### src/design/lqd_pkg.sv
/*
 * Package for the link quality diagnostics block: management register
 * offsets, field positions, reset values, timing constants and the structs
 * that carry link status and DSP parameters into the block.
 * Assumes a 25 MHz management clock and 5-bit register addresses.
 */
`default_nettype none

package lqd_pkg;

    // Clock and time base
    localparam int CLK_NS        = 40;
    localparam int MS_NS         = 1000000;
    localparam int MS_CYC        = MS_NS / CLK_NS;
    localparam int ED_GAP_US     = 1000;
    localparam int ED_GAP_CYC    = ED_GAP_US * 1000 / CLK_NS;
    localparam int ED_PULSE_NS   = 200;
    localparam int ED_PULSE_CYC  = (ED_PULSE_NS + CLK_NS - 1) / CLK_NS;

    // Register offsets (default page unless noted)
    localparam logic [4:0] A_PHY_STATUS = 5'h10;
    localparam logic [4:0] A_INT_CTRL   = 5'h11;
    localparam logic [4:0] A_INT_MASK   = 5'h12;
    localparam logic [4:0] A_PAGE       = 5'h13;
    localparam logic [4:0] A_CABLE      = 5'h14;  // Page 2
    localparam logic [4:0] A_FREQ       = 5'h15;  // Page 2
    localparam logic [4:0] A_TDR        = 5'h16;  // Page 2
    localparam logic [4:0] A_TENMEG     = 5'h1a;
    localparam logic [4:0] A_VAR_CTRL   = 5'h1a;  // Page 2
    localparam logic [4:0] A_VAR_DATA   = 5'h1b;  // Page 2
    localparam logic [4:0] A_ENERGY_DETECT_CONTROL       = 5'h1d;
    localparam logic [4:0] A_QUALITY_MONITOR_CONTROL       = 5'h1d;  // Page 2
    localparam logic [4:0] A_QUALITY_DATA_INDIRECT       = 5'h1e;  // Page 2
    localparam logic [1:0] PAGE_DIAG    = 2'h2;

    // Field positions
    localparam int B_STS_MDIX   = 14;
    localparam int B_STS_POL    = 12;
    localparam int B_STS_SPD10  = 1;
    localparam int B_STS_LINK   = 0;
    localparam int B_TEN_POL    = 4;
    localparam int B_INT_EN     = 1;
    localparam int B_INT_OE     = 0;
    localparam int B_EN         = 15;     // Enable bit of ENERGY_DETECT_CONTROL, VAR_CTRL, QUALITY_MONITOR_CONTROL
    localparam int B_FREQ_SEL   = 8;
    localparam int B_TDR_TXSEL  = 13;
    localparam int B_TDR_RXSEL  = 12;
    localparam int B_LQ_SAMPLE  = 13;
    localparam int B_LQ_WRITE   = 12;
    localparam int B_LQ_PSEL    = 9;
    localparam int B_LQ_HI      = 8;
    localparam int B_VAR_TSEL   = 1;
    localparam int I_LQ         = 0;      // Interrupt source index
    localparam int I_ED         = 1;

    // Monitored parameter indices and threshold reset values
    localparam int NPARAM       = 5;
    localparam int P_GAIN       = 1;
    localparam logic [7:0] S_MAX = 8'h7f;
    localparam logic [7:0] S_MIN = 8'h80;
    localparam logic [7:0] U_MAX = 8'hff;
    localparam logic [7:0] U_MIN = 8'h00;

    typedef enum logic [3:0] {
        ED_ON    = 4'b0001,
        ED_LOW   = 4'b0010,
        ED_PULSE = 4'b0100,
        ED_WAKE  = 4'b1000
    } lqd_ed_t;

    typedef struct packed {
        logic link_up;
        logic speed100;
        logic an_done;
        logic par_det;
        logic pol_rev;
        logic mdix;
    } lqd_link_t;

    typedef struct packed {
        logic [7:0]  freq_ctl;
        logic [7:0]  freq_off;
        logic [7:0]  blw;
        logic [7:0]  gain;
        logic [7:0]  eq_c1;
        logic [7:0]  err;
        logic [15:0] cable_len;
    } lqd_dsp_t;

endpackage

`default_nettype wire
### src/design/lqd_diag.sv
/*
 * Link quality diagnostics of one port: energy detect power state, status
 * bits, cable length and frequency offset view, variance accumulator, link
 * quality monitor with indirect thresholds, reflectometry pair selection and
 * the interrupt status register behind the management register port.
 * Assumes DSP values and link status arrive on clk; line_activity is async.
 */
`default_nettype none

module lqd_diag #(
    parameter int MS_CYCLES  = lqd_pkg::MS_CYC,
    parameter int ED_GAP_CYC = lqd_pkg::ED_GAP_CYC
) (
    input  wire logic              clk,
    input  wire logic              rst_n,
    input  wire logic [4:0]        reg_addr,
    input  wire logic              reg_wr,
    input  wire logic              reg_rd,
    input  wire logic [15:0]       reg_wdata,
    output logic      [15:0]       reg_rdata,
    input  wire logic              line_activity,
    input  wire lqd_pkg::lqd_link_t link,
    input  wire lqd_pkg::lqd_dsp_t  dsp,
    output logic                   low_power,
    output logic                   energy_pulse_tx,
    output logic                   power_up_start,
    output logic                   tdr_tx_pair,
    output logic                   tdr_rx_pair,
    output logic                   int_n
);

    typedef struct packed {
        lqd_pkg::lqd_ed_t             ed;
        logic [19:0]                  ed_cnt;
        logic [1:0]                   act_sync;
        logic [1:0]                   page;
        logic [1:0]                   int_ctrl;
        logic [7:0]                   int_mask;
        logic [1:0]                   int_stat;
        logic                         ed_en;
        logic                         freq_sel;
        logic                         var_en;
        logic [1:0]                   var_tsel;
        logic [31:0]                  var_acc;
        logic [31:0]                  var_sum;
        logic                         var_upper;
        logic [15:0]                  var_hold;
        logic [19:0]                  ms_cnt;
        logic [3:0]                   ms_left;
        logic                         lq_en;
        logic [9:0]                   warn;
        logic [4:0][1:0][7:0]         thr;
        logic [7:0]                   lq_rd;
        logic [1:0]                   tdr_sel;
        logic [15:0]                  rdata;
    } lqd_state_t;

    lqd_state_t s;
    lqd_state_t next_s;

    logic                    diag_page;
    logic                    link100;
    logic                    pol_valid;
    logic [4:0][7:0]         pv;
    logic [9:0]              hit;
    logic                    cmp_on;
    logic [15:0]             rd_mux;
    logic                    wr_diag;
    logic                    rd_diag;
    logic [15:0]             err_sq;

    // Shared qualifiers
    assign diag_page = (s.page == lqd_pkg::PAGE_DIAG);
    assign link100   = link.link_up & link.speed100;
    assign pol_valid = ~link.speed100 | (link.an_done & ~link.par_det);
    assign pv        = {dsp.freq_ctl, dsp.freq_off, dsp.blw, dsp.gain, dsp.eq_c1};
    assign cmp_on    = s.lq_en & link.link_up;
    assign wr_diag   = reg_wr & diag_page;
    assign rd_diag   = reg_rd & diag_page;
    assign err_sq    = 16'($signed(dsp.err) * $signed(dsp.err));

    // Window comparators, strict excess only so an extreme threshold never fires
    genvar gp;
    generate
        for (gp = 0; gp < lqd_pkg::NPARAM; gp++) begin : g_cmp
            logic over;
            logic under;
            if (gp == lqd_pkg::P_GAIN) begin : g_uns
                assign over  = pv[gp] > s.thr[gp][1];
                assign under = pv[gp] < s.thr[gp][0];
            end else begin : g_sgn
                assign over  = $signed(pv[gp]) > $signed(s.thr[gp][1]);
                assign under = $signed(pv[gp]) < $signed(s.thr[gp][0]);
            end
            assign hit[2*gp+1] = cmp_on & over;
            assign hit[2*gp]   = cmp_on & under;
        end
    endgenerate

    // Read data decode; values outside their validity window read zero
    always_comb begin
        rd_mux = 16'h0000;
        if (reg_addr == lqd_pkg::A_PAGE) begin
            rd_mux = {14'h0000, s.page};
        end else if (!diag_page) begin
            unique case (reg_addr)
                lqd_pkg::A_PHY_STATUS: begin
                    rd_mux[lqd_pkg::B_STS_MDIX]  = link.mdix;
                    rd_mux[lqd_pkg::B_STS_POL]   = link.pol_rev & pol_valid;
                    rd_mux[lqd_pkg::B_STS_SPD10] = ~link.speed100;
                    rd_mux[lqd_pkg::B_STS_LINK]  = link.link_up;
                end
                lqd_pkg::A_INT_CTRL: rd_mux = {14'h0000, s.int_ctrl};
                lqd_pkg::A_INT_MASK: rd_mux = {6'h00, s.int_stat, s.int_mask};
                lqd_pkg::A_TENMEG:   rd_mux[lqd_pkg::B_TEN_POL] = link.pol_rev & pol_valid;
                lqd_pkg::A_ENERGY_DETECT_CONTROL:     rd_mux[lqd_pkg::B_EN] = s.ed_en;
                default:             rd_mux = 16'h0000;
            endcase
        end else begin
            unique case (reg_addr)
                lqd_pkg::A_CABLE:    rd_mux = link100 ? dsp.cable_len : 16'h0000;
                lqd_pkg::A_FREQ: begin
                    rd_mux[lqd_pkg::B_FREQ_SEL] = s.freq_sel;
                    if (link100) begin
                        rd_mux[7:0] = s.freq_sel ? dsp.freq_ctl : dsp.freq_off;
                    end
                end
                lqd_pkg::A_TDR: begin
                    rd_mux[lqd_pkg::B_TDR_TXSEL] = s.tdr_sel[1];
                    rd_mux[lqd_pkg::B_TDR_RXSEL] = s.tdr_sel[0];
                end
                lqd_pkg::A_VAR_CTRL: begin
                    rd_mux[lqd_pkg::B_EN] = s.var_en;
                    rd_mux[lqd_pkg::B_VAR_TSEL +: 2] = s.var_tsel;
                end
                lqd_pkg::A_VAR_DATA: rd_mux = s.var_upper ? s.var_hold : s.var_sum[15:0];
                lqd_pkg::A_QUALITY_MONITOR_CONTROL:     rd_mux = {s.lq_en, 5'h00, s.warn};
                lqd_pkg::A_QUALITY_DATA_INDIRECT:     rd_mux = {8'h00, s.lq_rd};
                default:             rd_mux = 16'h0000;
            endcase
        end
    end

    // Next-state logic
    always_comb begin
        next_s = s;
        next_s.act_sync = {s.act_sync[0], line_activity};

        // Energy detect power state machine
        unique case (s.ed)
            lqd_pkg::ED_ON: begin
                next_s.ed_cnt = 20'h00000;
                if (s.ed_en && !s.act_sync[1]) begin
                    next_s.ed = lqd_pkg::ED_LOW;
                end
            end
            lqd_pkg::ED_LOW: begin
                next_s.ed_cnt = s.ed_cnt + 20'h00001;
                if (!s.ed_en || s.act_sync[1]) begin
                    next_s.ed = lqd_pkg::ED_WAKE;
                end else if (s.ed_cnt == 20'(ED_GAP_CYC - 1)) begin
                    next_s.ed     = lqd_pkg::ED_PULSE;
                    next_s.ed_cnt = 20'h00000;
                end
            end
            lqd_pkg::ED_PULSE: begin
                // Pulse is sent even if activity appears meanwhile
                next_s.ed_cnt = s.ed_cnt + 20'h00001;
                if (s.ed_cnt == 20'(lqd_pkg::ED_PULSE_CYC - 1)) begin
                    next_s.ed     = lqd_pkg::ED_LOW;
                    next_s.ed_cnt = 20'h00000;
                end
            end
            lqd_pkg::ED_WAKE: begin
                next_s.ed     = lqd_pkg::ED_ON;
                next_s.ed_cnt = 20'h00000;
            end
            default: begin
                next_s.ed     = lqd_pkg::ED_ON;
                next_s.ed_cnt = 20'h00000;
            end
        endcase

        // Variance accumulation over the selected window of 2, 4, 6 or 8 ms
        if (s.ms_cnt == 20'(MS_CYCLES - 1)) begin
            next_s.ms_cnt = 20'h00000;
            if (s.ms_left == 4'h0) begin
                next_s.ms_left = {1'b0, s.var_tsel, 1'b1};
                next_s.var_sum = s.var_acc;
                next_s.var_acc = 32'h00000000;
            end else begin
                next_s.ms_left = s.ms_left - 4'h1;
            end
        end else begin
            next_s.ms_cnt = s.ms_cnt + 20'h00001;
        end
        // Boundary sample opens the new window, so no cycle is dropped
        if (s.var_en && link100) begin
            next_s.var_acc = next_s.var_acc + {16'h0000, err_sq};
        end

        // Register reads with side effects
        if (rd_diag && reg_addr == lqd_pkg::A_VAR_DATA) begin
            // Upper half is frozen at the first read so the pair is coherent
            next_s.var_upper = ~s.var_upper;
            next_s.var_hold  = s.var_sum[31:16];
        end
        if (rd_diag && reg_addr == lqd_pkg::A_QUALITY_MONITOR_CONTROL) begin
            next_s.warn = 10'h000;
        end
        if (reg_rd && !diag_page && reg_addr == lqd_pkg::A_INT_MASK) begin
            next_s.int_stat = 2'h0;
        end
        if (reg_rd) begin
            next_s.rdata = rd_mux;
        end

        // Register writes
        if (reg_wr && reg_addr == lqd_pkg::A_PAGE) begin
            next_s.page = reg_wdata[1:0];
        end
        if (reg_wr && !diag_page) begin
            unique case (reg_addr)
                lqd_pkg::A_INT_CTRL: next_s.int_ctrl = reg_wdata[1:0];
                lqd_pkg::A_INT_MASK: next_s.int_mask = reg_wdata[7:0];
                lqd_pkg::A_ENERGY_DETECT_CONTROL:     next_s.ed_en = reg_wdata[lqd_pkg::B_EN];
                default:             next_s.page = next_s.page;
            endcase
        end
        if (wr_diag) begin
            unique case (reg_addr)
                lqd_pkg::A_FREQ:     next_s.freq_sel = reg_wdata[lqd_pkg::B_FREQ_SEL];
                lqd_pkg::A_TDR: begin
                    next_s.tdr_sel = {reg_wdata[lqd_pkg::B_TDR_TXSEL], reg_wdata[lqd_pkg::B_TDR_RXSEL]};
                end
                lqd_pkg::A_VAR_CTRL: begin
                    next_s.var_en   = reg_wdata[lqd_pkg::B_EN];
                    next_s.var_tsel = reg_wdata[lqd_pkg::B_VAR_TSEL +: 2];
                end
                lqd_pkg::A_QUALITY_MONITOR_CONTROL:     next_s.lq_en = reg_wdata[lqd_pkg::B_EN];
                lqd_pkg::A_QUALITY_DATA_INDIRECT: begin
                    if (reg_wdata[lqd_pkg::B_LQ_SAMPLE]) begin
                        // Selectors above the last parameter read zero
                        next_s.lq_rd = (reg_wdata[11:9] < 3'h5) ? pv[reg_wdata[11:9]] : 8'h00;
                    end else if (reg_wdata[11:9] < 3'h5) begin
                        if (reg_wdata[lqd_pkg::B_LQ_WRITE]) begin
                            next_s.thr[reg_wdata[11:9]][reg_wdata[lqd_pkg::B_LQ_HI]] = reg_wdata[7:0];
                            next_s.lq_rd = reg_wdata[7:0];
                        end else begin
                            next_s.lq_rd = s.thr[reg_wdata[11:9]][reg_wdata[lqd_pkg::B_LQ_HI]];
                        end
                    end else begin
                        next_s.lq_rd = 8'h00;
                    end
                end
                default:             next_s.page = next_s.page;
            endcase
        end

        // Hardware events win over the read that clears them
        next_s.warn = next_s.warn | hit;
        if (|hit) begin
            next_s.int_stat[lqd_pkg::I_LQ] = 1'b1;
        end
        if (s.ed == lqd_pkg::ED_WAKE || (s.ed == lqd_pkg::ED_ON && next_s.ed == lqd_pkg::ED_LOW)) begin
            next_s.int_stat[lqd_pkg::I_ED] = 1'b1;
        end
    end

    // State register with synchronous reset
    always_ff @(posedge clk) begin
        if (!rst_n) begin
            s          <= '0;
            s.ed       <= lqd_pkg::ED_ON;
            s.ms_left  <= 4'h1;
            for (int p = 0; p < lqd_pkg::NPARAM; p++) begin
                s.thr[p][1] <= (p == lqd_pkg::P_GAIN) ? lqd_pkg::U_MAX : lqd_pkg::S_MAX;
                s.thr[p][0] <= (p == lqd_pkg::P_GAIN) ? lqd_pkg::U_MIN : lqd_pkg::S_MIN;
            end
        end else begin
            s <= next_s;
        end
    end

    // Outputs, all decoded from state flops
    assign reg_rdata       = s.rdata;
    assign low_power       = (s.ed == lqd_pkg::ED_LOW) | (s.ed == lqd_pkg::ED_PULSE);
    assign energy_pulse_tx = (s.ed == lqd_pkg::ED_PULSE);
    assign power_up_start  = (s.ed == lqd_pkg::ED_WAKE);
    assign tdr_tx_pair     = s.tdr_sel[1];
    assign tdr_rx_pair     = s.tdr_sel[0];
    // Pin only pulls low when both enables are set in the control register
    assign int_n = ~(s.int_ctrl[lqd_pkg::B_INT_EN] & s.int_ctrl[lqd_pkg::B_INT_OE]
                     & |(s.int_stat & s.int_mask[1:0]));
endmodule

`default_nettype wire

### config.mk
export PLATFORM = sky130hd
export DESIGN_NAME = lqd_diag
export DESIGN_NICKNAME = d
export VERILOG_FILES = /design/src/design/lqd_pkg.sv /design/src/design/lqd_diag.sv
export SDC_FILE = /design/constraint.sdc
export NUM_CORES = 1
export LEC_CHECK = 0
export ABC_AREA = 1
export BUFFER_PORTS_ARGS = -buffer_cell sky130_fd_sc_hd__buf_2
export CAP_MARGIN = 0
export CORE_ASPECT_RATIO = 0.9
export CORE_UTILIZATION = 59
export CTS_CLUSTER_DIAMETER = 120
export DETAILED_ROUTE_END_ITERATION = 12
export GPL_TIMING_DRIVEN = 0
export HOLD_SLACK_MARGIN = 0.15
export MAX_ROUTING_LAYER = met4
export PLACE_DENSITY = 0.78
export SYNTH_ARGS = -nofsm -noshare
export SYNTH_HDL_FRONTEND = slang
export SYNTH_SLANG_ARGS = --single-unit
### constraint.sdc
create_clock -name clk -period 8.28 [get_ports clk]
set_input_delay 1.242 -clock clk [delete_from_list [all_inputs] [get_ports clk]]
set_output_delay 1.242 -clock clk [all_outputs]
set_load 0.01 [all_outputs]
==> qor.yml <==
status: "finished, final reports clean"
leakagePower_nw: 8.97
final_util_pct: 66.9
final_nets: 2865
place_ws_ns: 1.09
ys_types: 59
dieWidth_um: 183
areaGrowthSynthToFinish_pct: 11.3
grt-ovfl-total: 0
postRouteWirelength_um: 57400
ys_seq_elements: 267
cts_made_buffers: 28
setup_viol: 0
r2r_slack_ns: 4.25
cp-start-kind: "primary input"
max_freq_mhz: 151
cts_tree: "yes"
hpwl_um: 44700
clockBufferDepth: 3
synth.avg_cell_area_um2: 7.06
place_congestion: 1.11
drtPass1Iterations: 6
cts-root-buf: "clkbuf_16"
ys_seq_area_share_pct: 30.7
clk_pin_slew_ns: 0.06
finalPower_mw: 3.91
drt_iter0_drc: 2062
num_vias: 17800
ios: 118
critPathArrivalTime_ns: 7.10
endpoint_kind: "flip-flop"
portBuffers: 109
clock_latency_ns: 0.56
worst_pin_slew_ns: 1.09
fin_tns_setup_ns: 0
clock-sinks: 267
worst_path_max_delay_cell: "fa_1"
grt_usage_pct: 38.7
slew_viol_final: 0
place_area_mm2: 0.0184
die_y_um: 165
synthesis.area_mm2: 0.0174
skew_ns: 0.0134
min_period_ns: 6.61
ant_nets: 0
hold_path_class: "flip-flop to flip-flop"
netlist_instances: 2463
cp.required_ns: 8.77
powerDensity_mw_per_mm2: 202
yosysWarnings: 0
post-route-period-util_pct: 79.8
grt_pass1_wl_um: 87700
start_util_pct: 60.1
max-cap-violations: 0
synthArstFlopShare_pct: 0
cts_resized: 0
cp_max_fo: 9
peakVddDrop_mv: 0.421
synth_nets: 2726
finalInstanceArea_mm2: 0.0194
synth_edf_count: 0
critPathKind: "primary input to flip-flop"
postCtsSetupBuffers: 0
core.rowCount: 59
synthFlopType: "dfxtp_1"
viasPerCell: 5.90
drc_errors: 0
antenna_found_initial: 0
crit_family: "adder cells"
slew_headroom_pct: 27.4
max_stage_delay_ns: 0.54
grt_max_degree: 15
grt_pass1_vias: 15800
coreArea_mm2: 0.0289
hold_buffers: 0
drive_gt1_share_pct: 8.59
finalHoldViolCount: 0
rsz0062_at_grt: "false"
wire_per_inst_um: 19.0
setup_ws_ns: 1.67
path_buf_inv: 6
antenna_cells: 0
h-tree-depth: 1
die_area_mm2: 0.0302
worst register-to-register path, stage by stage, from the launching register on:
cell and delay (ns):
dfxtp_1 0.32, inv_1 0.08, ha_1 0.16, nand2_1 0.07, nor2_1 0.32, nand4_1 0.29
buf_2 0.28, inv_2 0.14, buf_4 0.18, buf_4 0.21, nor2_1 0.10, ha_1 0.23
ha_1 0.21, nand2_1 0.07, inv_1 0.05, nand2_1 0.05, nand2_1 0.09, a21oi_1 0.26
o21bai_1 0.17, nand2_1 0.08, nand2_1 0.08, nand2_1 0.07, nand2_1 0.11, nand2_1 0.15
nand2_1 0.06, nand2_1 0.06, nor2_1 0.05
cell families (layout without fill, tap and decap cells):
logic type,Yosys count,in the layout,share of synthesized area [%]
XOR/XNOR,44,44,2.22
adder cells (fa/ha/maj),167,167,13.9
AO/OA/AOI/OAI,614,614,20.2
buffers and inverters,487,644,11.2
flip-flops,267,267,30.7
AND/OR/NAND/NOR,883,883,21.7
multiplexers,1,1,0.0576
per-stage QoR:
step	cells	hold WS, ns
after floorplan	2463	0.390
after global placement	2968	0.395
after detailed placement	2968	0.414
after CTS	3016	0.443
after global routing	3016	0.463
final	3016	0.451
layer usage:
metal	part of all wire [%]	wire, um	global-route usage [%]	up-vias
met5	0	0	-	-
met4	3.1	1790	11.3	0
met3	10	5710	6.31	126
met2	43	24700	58.7	927
met1	44	25100	53.1	8297
li1	-	-	-	8440
worst paths after layout:
| check | depth (start not counted) | start | endpoint |
|---|---|---|---|
| max | 28 | dsp[23] | s[210] |
| min | 1 | s[243] | s[243] |
| max reg2reg | 26 | s[117] | s[220] |
| min reg2reg | 1 | s[243] | s[243] |
cell usage in the layout (no fill, tap or decap), types with 26 or more instances in the layout:
master     netlist  final
fa_1            44     44
nand2_1        415    415
nand3_1        107    107
buf_2           12    121
xor2_1          28     28
o22ai_1         26     26
o21ai_0        195    195
a21oi_1        237    237
nor3_1          43     43
clkbuf_1        71     80
inv_1          359    359
o211ai_1        58     58
dfxtp_1        267    267
nor2_1         244    244
nand4_1         28     28
ha_1           123    123
clkbuf_16        0     28
flip-flops by register name, summed over array words and instances, names as in the netlist:
signal and flops:
next_s 1, reg_rdata 16, s 248, tdr_rx_pair 1, tdr_tx_pair 1
synthesized netlist by cell type (6+ instances only):
cell / n / area [um2]
a21oi_1: 237 / 1190
ha_1: 123 / 1540
nor2_4: 7 / 78.8
nor3_1: 43 / 215
a31oi_1: 8 / 50.1
inv_2: 12 / 45.0
a211oi_1: 9 / 67.6
nor4_1: 10 / 62.6
fa_1: 44 / 881
a32oi_1: 7 / 61.3
inv_1: 359 / 1350
o22ai_1: 26 / 163
nand4_1: 28 / 175
xnor2_1: 16 / 140
dfxtp_1: 267 / 5350
xor2_1: 28 / 245
a21o_1: 9 / 67.6
a22oi_1: 10 / 75.1
buf_2: 12 / 60.1
o21a_1: 13 / 97.6
nand3_1: 107 / 536
o21ai_0: 195 / 976
nand2_1: 415 / 1560
clkbuf_1: 71 / 267
o211ai_1: 58 / 435
buf_4: 18 / 135
nor2_1: 244 / 916
o21ai_1: 6 / 30.0
power by group:
part	leakage [nW]	switching (mW)	internal, mW	total (mW)
clock	0.450	0.533	0.765	1.30
combinational	6.36	0.847	0.473	1.32
sequential	2.15	0.00231	1.29	1.29
cell type report:
| class | instances | area [um2] |
|---|---|---|
| inverters | 376 | 1410 |
| fillers | 2595 | 9580 |
| flip-flops and latches | 267 | 5350 |
| clock inverters | 9 | 164 |
| clock buffers | 39 | 762 |
| repair buffers | 109 | 546 |
| plain buffers | 111 | 537 |
| well taps | 396 | 495 |
| multi-input cells | 1709 | 10100 |
Note: power is estimated with default switching activity, not from simulation.
